## src/include/uart_lcs_pkg.sv

```systemverilog
package uart_lcs_pkg;
  // register offsets, byte addresses on a 32-bit avalon bus (index * 4)
  localparam logic [4:0] OFF_DATA     = 5'h00;
  localparam logic [4:0] OFF_INT_EN   = 5'h04;
  localparam logic [4:0] OFF_IDENT    = 5'h08;
  localparam logic [4:0] OFF_FORMAT   = 5'h0C;
  localparam logic [4:0] OFF_MODEM    = 5'h10;
  localparam logic [4:0] OFF_LSTAT    = 5'h14;
  localparam logic [4:0] OFF_MSTAT    = 5'h18;
  localparam logic [4:0] OFF_SCRATCH  = 5'h1C;
  // line format fields
  localparam int FMT_LEN_LO  = 0;
  localparam int FMT_LEN_HI  = 1;
  localparam int FMT_STOP    = 2;
  localparam int FMT_PAR_EN  = 3;
  localparam int FMT_EVEN    = 4;
  localparam int FMT_FORCE   = 5;
  localparam int FMT_BREAK   = 6;
  localparam int FMT_DIV_SEL = 7;
  // modem control fields
  localparam int MC_DTR  = 0;
  localparam int MC_RTS  = 1;
  localparam int MC_RING = 2;
  localparam int MC_AUX  = 3;
  localparam int MC_LOOP = 4;
  // interrupt enable fields
  localparam int IE_RX = 0;
  localparam int IE_TX = 1;
  localparam int IE_LS = 2;
  localparam int IE_MS = 3;
  // identification codes
  localparam logic [2:0] ID_NONE = 3'h1;
  localparam logic [2:0] ID_LINE = 3'h6;
  localparam logic [2:0] ID_RX   = 3'h4;
  localparam logic [2:0] ID_TX   = 3'h2;
  localparam logic [2:0] ID_MS   = 3'h0;
  // reset values
  localparam logic [7:0]  FORMAT_RST  = 8'h00;
  localparam logic [7:0]  MODEM_RST   = 8'h00;
  localparam logic [7:0]  INT_EN_RST  = 8'h00;
  localparam logic [15:0] DIVISOR_RST = 16'h0001;
  // serial timing: 16 ticks per bit, tick = divisor clocks
  localparam logic [3:0] TICKS_HALF = 4'h7;
  localparam logic [3:0] TICKS_LAST = 4'hF;
endpackage

```

## src/rtl/uart_line_control_status.sv

```systemverilog
// Added by the designer: the Avalon-MM register port and the placing of the registers.
`timescale 1ns/1ps
module uart_line_control_status (
  input  wire logic        i_clock,
  input  wire logic        i_rst,
  input  wire logic [4:0]  i_address,
  input  wire logic        i_read,
  input  wire logic        i_write,
  input  wire logic [3:0]  i_byteenable,
  input  wire logic [31:0] i_writedata,
  output logic [31:0]      o_readdata,
  output logic             o_waitrequest,
  input  wire logic        i_rx_serial,
  input  wire logic        i_cts_n,
  input  wire logic        i_dsr_n,
  input  wire logic        i_ring_n,
  input  wire logic        i_carrier_n,
  output logic             o_tx_serial,
  output logic             o_dtr_n,
  output logic             o_rts_n,
  output logic             o_irq,
  output logic             o_irq_oe
);

  ////////////////////////////////////////////////////////////////////////////////
  typedef enum logic [1:0] {TX_IDLE, TX_SHIFT} tx_state_e;
  typedef enum logic [1:0] {RX_IDLE, RX_SHIFT} rx_state_e;

  typedef struct packed {
    logic        ack;
    logic [31:0] rdata;
    logic [7:0]  format;
    logic [7:0]  modem;
    logic [3:0]  int_en;
    logic [7:0]  scratch;
    logic [15:0] divisor;
    logic [15:0] div_cnt;
    logic        tx_pending;
    logic        tx_ident_clr;
    logic [7:0]  thr;
    logic        thr_full;
    tx_state_e   tx_st;
    logic [11:0] tx_shift;
    logic [3:0]  tx_bits;
    logic [3:0]  tx_tick;
    logic        tx_half;
    logic        tx_out;
    rx_state_e   rx_st;
    logic [3:0]  rx_tick;
    logic [3:0]  rx_bits;
    logic [9:0]  rx_shift;
    logic        rx_allzero;
    logic [7:0]  rbr;
    logic        rx_ready;
    logic        overrun;
    logic        par_err;
    logic        frm_err;
    logic        brk;
    logic [3:0]  mlines;
    logic [3:0]  mdelta;
    logic        rx_in;
  } state_s;

  state_s st;
  state_s next_st;

  logic [3:0]  nbits;
  logic [3:0]  ldelta;
  logic        par_bit;
  logic        tick;
  logic        rx_src;
  logic [3:0]  mnow;
  logic [7:0]  ident;
  logic [7:0]  lstat;
  logic [7:0]  wbyte;
  logic        req;
  logic        is_wr;
  logic        is_rd;
  logic        div_sel;
  logic [4:0]  stop_ticks;
  logic [7:0]  tx_mask;
  logic [7:0]  rx_data;

  ////////////////////////////////////////////////////////////////////////////////
  always_comb begin
    // bit 0 weighs two and bit 1 weighs one in the length code
    nbits   = 4'h5 + {2'h0, st.format[uart_lcs_pkg::FMT_LEN_LO], st.format[uart_lcs_pkg::FMT_LEN_HI]};
    tx_mask = 8'hFF >> (4'h8 - nbits);
    // with parity the data sits one place lower in the shifter, under the parity bit
    rx_data = (st.format[uart_lcs_pkg::FMT_PAR_EN] ? st.rx_shift[8:1] : st.rx_shift[9:2])
              >> (4'h8 - nbits);
    div_sel = st.format[uart_lcs_pkg::FMT_DIV_SEL];
    tick    = (st.div_cnt == 16'h0000);
    // loopback feeds the receiver from the transmit shifter and ignores the pin
    rx_src  = st.modem[uart_lcs_pkg::MC_LOOP] ? st.tx_out : st.rx_in;
    // modem lines as active-high: cts, dsr, ring, carrier
    if (st.modem[uart_lcs_pkg::MC_LOOP]) begin
      mnow = {st.modem[uart_lcs_pkg::MC_AUX], st.modem[uart_lcs_pkg::MC_RING],
              st.modem[uart_lcs_pkg::MC_DTR], st.modem[uart_lcs_pkg::MC_RTS]};
    end else begin
      mnow = {~i_carrier_n, ~i_ring_n, ~i_dsr_n, ~i_cts_n};
    end
    // interrupt priority
    ldelta = st.mdelta;
    if (st.int_en[uart_lcs_pkg::IE_LS] && (st.overrun || st.par_err || st.frm_err || st.brk)) begin
      ident = {5'h00, uart_lcs_pkg::ID_LINE};
    end else if (st.int_en[uart_lcs_pkg::IE_RX] && st.rx_ready) begin
      ident = {5'h00, uart_lcs_pkg::ID_RX};
    end else if (st.int_en[uart_lcs_pkg::IE_TX] && st.tx_pending) begin
      ident = {5'h00, uart_lcs_pkg::ID_TX};
    end else if (st.int_en[uart_lcs_pkg::IE_MS] && (ldelta != 4'h0)) begin
      ident = {5'h00, uart_lcs_pkg::ID_MS};
    end else begin
      ident = {5'h00, uart_lcs_pkg::ID_NONE};
    end
    lstat = {1'b0, ~st.thr_full && (st.tx_st == TX_IDLE), ~st.thr_full,
             st.brk, st.frm_err, st.par_err, st.overrun, st.rx_ready};
    req   = (i_read || i_write) && !st.ack;
    // a write lands at the accepting edge, where the master sees waitrequest low
    is_wr = i_write && st.ack && i_byteenable[0];
    is_rd = i_read && req;
    wbyte = i_writedata[7:0];
    par_bit = st.format[uart_lcs_pkg::FMT_FORCE] ? ~st.format[uart_lcs_pkg::FMT_EVEN]
            : (^(st.thr & tx_mask)) ^ ~st.format[uart_lcs_pkg::FMT_EVEN];
    // one and a half stop bits only for five-bit words
    if (!st.format[uart_lcs_pkg::FMT_STOP]) begin
      stop_ticks = 5'h10;
    end else if (nbits == 4'h5) begin
      stop_ticks = 5'h18;
    end else begin
      stop_ticks = 5'h00;
    end
  end

  ////////////////////////////////////////////////////////////////////////////////
  always_comb begin
    next_st       = st;
    next_st.ack   = req;
    next_st.rdata = 32'h0000_0000;
    next_st.rx_in = i_rx_serial;
    next_st.div_cnt = tick ? st.divisor - 16'h0001 : st.div_cnt - 16'h0001;

    // modem change detection; ring reports only its trailing edge
    next_st.mlines = mnow;
    next_st.mdelta = st.mdelta | ((mnow ^ st.mlines) & 4'b1011) | ({4{1'b0}} | {1'b0, st.mlines[2] & ~mnow[2], 2'b00});

    // transmitter
    next_st.tx_out = 1'b1;
    unique case (st.tx_st)
      TX_IDLE: begin
        if (st.thr_full) begin
          // everything above the data is preset to mark, so short words get proper stop bits
          next_st.tx_shift = (12'hFFF << (nbits + 4'h1)) | {3'b000, st.thr & tx_mask, 1'b0};
          next_st.tx_shift[nbits + 4'h1] = st.format[uart_lcs_pkg::FMT_PAR_EN] ? par_bit : 1'b1;
          next_st.thr_full   = 1'b0;
          next_st.tx_pending = 1'b1;
          next_st.tx_bits    = nbits + 4'h1 + {3'h0, st.format[uart_lcs_pkg::FMT_PAR_EN]} + 4'h1;
          next_st.tx_tick    = 4'h0;
          next_st.tx_half    = 1'b0;
          next_st.tx_st      = TX_SHIFT;
        end
      end
      TX_SHIFT: begin
        next_st.tx_out = st.tx_shift[0];
        if (tick) begin
          next_st.tx_tick = st.tx_tick + 4'h1;
          if (st.tx_tick == uart_lcs_pkg::TICKS_LAST ||
              (st.tx_bits == 4'h1 && st.tx_half && st.tx_tick == uart_lcs_pkg::TICKS_HALF)) begin
            next_st.tx_shift = {1'b1, st.tx_shift[11:1]};
            next_st.tx_tick  = 4'h0;
            if (st.tx_bits == 4'h1) begin
              if (stop_ticks != 5'h10 && !st.tx_half) begin
                next_st.tx_half = 1'b1;
                next_st.tx_bits = (stop_ticks == 5'h18) ? 4'h1 : 4'h1;
                if (stop_ticks == 5'h00) begin
                  next_st.tx_half = 1'b0;
                  next_st.tx_bits = 4'h0;
                  next_st.tx_tick = 4'h0;
                end
              end else begin
                next_st.tx_st = TX_IDLE;
              end
            end else if (st.tx_bits == 4'h0) begin
              next_st.tx_st = TX_IDLE;
            end else begin
              next_st.tx_bits = st.tx_bits - 4'h1;
            end
          end
        end
      end
      default: next_st.tx_st = TX_IDLE;
    endcase

    // receiver: sample mid-bit, stop checked at first stop bit only
    if (tick) begin
      unique case (st.rx_st)
        RX_IDLE: begin
          if (!rx_src) begin
            next_st.rx_st      = RX_SHIFT;
            next_st.rx_tick    = 4'h0;
            next_st.rx_bits    = 4'h0;
            next_st.rx_allzero = 1'b1;
          end
        end
        RX_SHIFT: begin
          next_st.rx_tick = st.rx_tick + 4'h1;
          if (st.rx_tick == uart_lcs_pkg::TICKS_HALF) begin
            next_st.rx_shift   = {rx_src, st.rx_shift[9:1]};
            next_st.rx_bits    = st.rx_bits + 4'h1;
            next_st.rx_allzero = st.rx_allzero & ~rx_src;
            // a start bit gone by mid-bit is taken as noise
            if (st.rx_bits == 4'h0 && rx_src) begin
              next_st.rx_st = RX_IDLE;
            end else if (st.rx_bits == nbits + 4'h1 + {3'h0, st.format[uart_lcs_pkg::FMT_PAR_EN]}) begin
              next_st.rx_st    = RX_IDLE;
              next_st.rbr      = rx_data;
              next_st.rx_ready = 1'b1;
              if (st.rx_ready) begin
                next_st.overrun = 1'b1;
              end
              if (!rx_src) begin
                next_st.frm_err = 1'b1;
              end
              if (st.rx_allzero && !rx_src) begin
                next_st.brk = 1'b1;
              end
              if (st.format[uart_lcs_pkg::FMT_PAR_EN]) begin
                if (st.format[uart_lcs_pkg::FMT_FORCE]) begin
                  if (st.rx_shift[9] != ~st.format[uart_lcs_pkg::FMT_EVEN]) begin
                    next_st.par_err = 1'b1;
                  end
                end else if (((^rx_data) ^ st.rx_shift[9]) == st.format[uart_lcs_pkg::FMT_EVEN]) begin
                  next_st.par_err = 1'b1;
                end
              end
            end
          end
        end
        default: next_st.rx_st = RX_IDLE;
      endcase
    end

    // register reads; clears happen with the read, and hardware sets above win only for flags that were clear before
    if (is_rd) begin
      unique case (i_address)
        uart_lcs_pkg::OFF_DATA: begin
          next_st.rdata = {24'h0, div_sel ? st.divisor[7:0] : st.rbr};
          if (!div_sel && next_st.rx_ready == st.rx_ready) begin
            next_st.rx_ready = 1'b0;
          end
        end
        uart_lcs_pkg::OFF_INT_EN: begin
          next_st.rdata = {24'h0, div_sel ? st.divisor[15:8] : {4'h0, st.int_en}};
        end
        uart_lcs_pkg::OFF_IDENT: begin
          next_st.rdata = {24'h0, ident};
          if (ident[2:0] == uart_lcs_pkg::ID_TX && next_st.tx_pending == st.tx_pending) begin
            next_st.tx_pending = 1'b0;
          end
        end
        uart_lcs_pkg::OFF_FORMAT: begin
          next_st.rdata = {24'h0, st.format};
        end
        uart_lcs_pkg::OFF_MODEM: begin
          next_st.rdata = {24'h0, 3'h0, st.modem[4:0]};
        end
        uart_lcs_pkg::OFF_LSTAT: begin
          next_st.rdata   = {24'h0, lstat};
          next_st.overrun = next_st.overrun & ~st.overrun;
          next_st.par_err = next_st.par_err & ~st.par_err;
          next_st.frm_err = next_st.frm_err & ~st.frm_err;
          next_st.brk     = next_st.brk & ~st.brk;
        end
        uart_lcs_pkg::OFF_MSTAT: begin
          next_st.rdata  = {24'h0, st.mlines, st.mdelta};
          next_st.mdelta = next_st.mdelta & ~st.mdelta;
        end
        uart_lcs_pkg::OFF_SCRATCH: begin
          next_st.rdata = {24'h0, st.scratch};
        end
        default: next_st.rdata = 32'h0000_0000;
      endcase
    end

    if (is_wr) begin
      unique case (i_address)
        uart_lcs_pkg::OFF_DATA: begin
          if (div_sel) begin
            next_st.divisor[7:0] = wbyte;
          end else begin
            next_st.thr        = wbyte;
            next_st.thr_full   = 1'b1;
            next_st.tx_pending = 1'b0;
          end
        end
        uart_lcs_pkg::OFF_INT_EN: begin
          if (div_sel) begin
            next_st.divisor[15:8] = wbyte;
          end else begin
            next_st.int_en = wbyte[3:0];
          end
        end
        uart_lcs_pkg::OFF_FORMAT: begin
          next_st.format = wbyte;
        end
        uart_lcs_pkg::OFF_MODEM: begin
          next_st.modem = {3'h0, wbyte[4:0]};
        end
        uart_lcs_pkg::OFF_SCRATCH: begin
          next_st.scratch = wbyte;
        end
        default: next_st.scratch = st.scratch;
      endcase
    end
  end

  ////////////////////////////////////////////////////////////////////////////////
  always_ff @(posedge i_clock or posedge i_rst) begin
    if (i_rst) begin
      st         <= '0;
      st.format  <= uart_lcs_pkg::FORMAT_RST;
      st.modem   <= uart_lcs_pkg::MODEM_RST;
      st.int_en  <= uart_lcs_pkg::INT_EN_RST[3:0];
      st.divisor <= uart_lcs_pkg::DIVISOR_RST;
      st.tx_out  <= 1'b1;
      st.rx_in   <= 1'b1;
      st.tx_st   <= TX_IDLE;
      st.rx_st   <= RX_IDLE;
    end else begin
      st <= next_st;
    end
  end

  ////////////////////////////////////////////////////////////////////////////////
  // waitrequest drops one cycle after the request, when read data is registered
  assign o_waitrequest = (i_read || i_write) && !st.ack;
  assign o_readdata    = st.rdata;
  assign o_tx_serial   = st.modem[uart_lcs_pkg::MC_LOOP] ? 1'b1 :
                         (st.format[uart_lcs_pkg::FMT_BREAK] ? 1'b0 : st.tx_out);
  assign o_dtr_n       = st.modem[uart_lcs_pkg::MC_LOOP] | ~st.modem[uart_lcs_pkg::MC_DTR];
  assign o_rts_n       = st.modem[uart_lcs_pkg::MC_LOOP] | ~st.modem[uart_lcs_pkg::MC_RTS];
  // gate is modem bit 3 only outside loopback; in loopback the output stays enabled
  assign o_irq_oe      = st.modem[uart_lcs_pkg::MC_LOOP] | st.modem[uart_lcs_pkg::MC_AUX];
  assign o_irq         = ~ident[0];

endmodule

```

## config.mk

```make
export PLATFORM = sky130hd
export DESIGN_NAME = uart_line_control_status
export DESIGN_NICKNAME = d
export VERILOG_FILES = /design/src/include/uart_lcs_pkg.sv /design/src/rtl/uart_line_control_status.sv
export SDC_FILE = /design/constraint.sdc
export NUM_CORES = 1
export LEC_CHECK = 0
export ABC_AREA = 1
export BUFFER_PORTS_ARGS = -buffer_cell sky130_fd_sc_hd__buf_2
export CORE_MARGIN = 3
export CORE_UTILIZATION = 45
export DETAILED_ROUTE_END_ITERATION = 10
export GPL_ROUTABILITY_DRIVEN = 0
export PLACE_DENSITY = 0.72
export SETUP_SLACK_MARGIN = 0.1
export SYNTH_ARGS = -nofsm -noshare
export SYNTH_HDL_FRONTEND = slang
export SYNTH_SLANG_ARGS = --single-unit
```

## constraint.sdc

```tcl
create_clock -name i_clock -period 13 [get_ports i_clock]
set_clock_uncertainty 0.05 [all_clocks]
set_input_delay 2.6 -clock i_clock [delete_from_list [all_inputs] [get_ports i_clock]]
set_output_delay 2.6 -clock i_clock [all_outputs]
set_load 0.02 [all_outputs]
```

==> flow_metrics.env <==
export IMPL_yosysUniqueCellTypes=55
export IMPL_hold_buffers=0
export IMPL_pwr_share_seq=0.444
export IMPL_cp_startpoint="i_write"
export IMPL_post_cts_buffers=0
export IMPL_dp_hpwl_microns=14600
export IMPL_r2r_end="lstat[2]"
export IMPL_worstSetupPathType="in -> out"
export IMPL_die_w_microns=140
export IMPL_rows=48
export IMPL_vias=6900
export IMPL_fin_tns_setup_ns=0
export IMPL_cts_root_buf="clkbuf_16"
export IMPL_cts_resized=0
export IMPL_numCtsBuffers=17
export IMPL_finalSetupViolCount=0
export IMPL_power_leakage_nw=4.39
export IMPL_final_common_cell="nand2_1"
export IMPL_dieArea_sq_um=19700
export IMPL_fin_nets=1143
export IMPL_p_sw_frac=0.283
export IMPL_clk_latency_ns=0.43
export IMPL_drv_slew=0
export IMPL_max_slew_margin=0.470
export IMPL_n_fill_cell=1630
export IMPL_path_max_fanout=3
export IMPL_synth_cells=1054
export IMPL_endpoint="o_waitrequest"
export IMPL_initial_core_util=0.466
export IMPL_seq_area_frac_synth=0.431
export IMPL_port_buffers=36
export IMPL_status="complete, no violations"
export IMPL_rrSetupSlack_ns=9.57
export IMPL_final_cell_mix="nand2_1 (269), dfrtp_1 (137), inv_1 (123)"
export IMPL_firstDrtPassIters=8
export IMPL_clk_path_buf_depth=2
export IMPL_vias_per_cell=5.25
export IMPL_r2r_cells=15
export IMPL_post_route_drc_count=0
export IMPL_switchingPower_mw=0.300
export IMPL_antenna_found_initial=0
export IMPL_htreeDepth=4
export IMPL_grt_ovfl_total=0
export IMPL_ys_ff_latch=140
export IMPL_ioPinCount=88
export IMPL_wl_per_cell_microns=15.0
export IMPL_netlist_area_sq_um=8140
export IMPL_yosys_warnings=0
export IMPL_drive_gt1_frac=0.119
export IMPL_grt_first_pass_wirelength_microns=31900
export IMPL_max_cap_viol_count=0
export IMPL_r2r_start="st[131]"
export IMPL_synth_ff_type="dfrtp_1"
export IMPL_clock_power_share=0.439
export IMPL_combPwrFrac=0.117
export IMPL_track_usage=0.202
export IMPL_arrival_ns=3.09
export IMPL_required_ns=10.35
export IMPL_die_h_microns=140
export IMPL_grt_pass1_vias=6285
export IMPL_hp_class="reg -> reg"
export IMPL_drtIter0Drc=609
export IMPL_avgSynthCellArea_sq_um=7.72
export IMPL_area_delta_synth_final_pct=9.12
export IMPL_cts_tree="done"
export IMPL_synthArstFlopShare=1.00
export IMPL_crit_path_end_kind="output port"
export IMPL_utilization=0.508
export IMPL_fin_crit_sh=0.441
export IMPL_clkTransAtPathRegs_ns=0.06
export IMPL_synth_edff_count=0
export IMPL_tightest_slew_ns=0.791
export IMPL_cts_num_sinks=140
export IMPL_routed_wl_microns=19700
export IMPL_rsz0062_at_grt="no"
export IMPL_p_int_mw=0.758
export IMPL_core_sq_um=17500
export IMPL_diodes=0
export IMPL_max_freq_ghz=0.174
export IMPL_fin_crit_ns=5.74
export IMPL_ir_drop_v=0.0000866
export IMPL_start_kind="input port"
export IMPL_antenna_left=0
export IMPL_whs_ns=0.415
export IMPL_finalHoldViolCount=0
export IMPL_p_per_area_nw_per_um2=119
export IMPL_grt_max_degree=88
==> per-layer routing <==
metal  vias to the layer above  global-route usage  part of all wire
li1                       3387                   -                 -
met1                      3276               0.290              0.47
met2                       208               0.305              0.45
met3                        29              0.0519             0.063
met4                         0              0.0571             0.017
met5                         -                   0                 0
==> power groups by stage <==
stage          registers [mW]  clock network, mW  logic (mW)
6_report                0.470              0.464       0.124
5_1_grt                 0.472              0.488       0.139
4_1_cts                 0.469              0.470       0.123
3_5_place_dp            0.477                  0       0.123
3_3_place_gp            0.476                  0       0.120
2_1_floorplan           0.469                  0       0.102
==> area by class of cell <==
type	count	area, sq um	share of cell area
well taps	225	282	0.0317
flip-flops and latches	140	3510	0.395
inverters	139	534	0.0602
clock buffers	20	447	0.0503
multi-input cells	741	3810	0.429
repair buffers	37	188	0.0211
clock inverters	12	113	0.0127
==> worst min-delay path by stage <==
stage	start	depth (start not counted)	to
after floorplan	st[53]	1	st[43]
after global placement	st[170]	1	st[170]
after detailed placement	st[170]	1	st[170]
after CTS	st[170]	1	st[170]
after global routing	st[170]	1	st[170]
final	st[170]	1	st[170]
==> flip-flops by register name, indices dropped and copies added (netlist names) <==
register	cells
ldelta	4
o_readdata	8
lstat	5
div_sel	1
st	122
==> cells in the mapped netlist, drive strengths merged, types with 10 or more instances <==
cell type	count	area (sq um)
nor2	97	409
inv	137	522
ha	17	213
nand2	281	1110
o21ai	119	599
xor2	22	208
clkbuf	16	60.1
nand3	50	280
dfrtp	137	3430
a21oi	57	349
nor3	10	60.1
buf	41	318
==> critical path, cell delays in order <==
cell	delay, ns
buf_2	0.09
nor2_1	0.04
nor2_1	0.15
buf_2	0.20
==> stage by stage <==
step | area [sq um] | instances | total power, mW | setup slack (ns)
after floorplan | 8220 | 1077 | 0.571 | 6.60
final | 8880 | 1314 | 1.06 | 7.26
after global placement | 8320 | 1282 | 0.597 | 7.29
after CTS | 8880 | 1314 | 1.06 | 7.27
after detailed placement | 8320 | 1282 | 0.599 | 7.27
after global routing | 8880 | 1314 | 1.10 | 7.23
==> cell families (layout without fill, tap and decap cells) <==
logic type,count (synthesis),after routing,share of synthesized area
AOI/OAI and AO/OA,216,216,0.155
xor gates and xnor gates,31,31,0.0352
adders and majority gates,17,17,0.0261
buffers and inverters,196,208,0.111
DFF,140,140,0.431
other,1,24,0.000461
and+or+nand+nor,453,453,0.241
No activity file was read; power rests on OpenSTA's default activity.
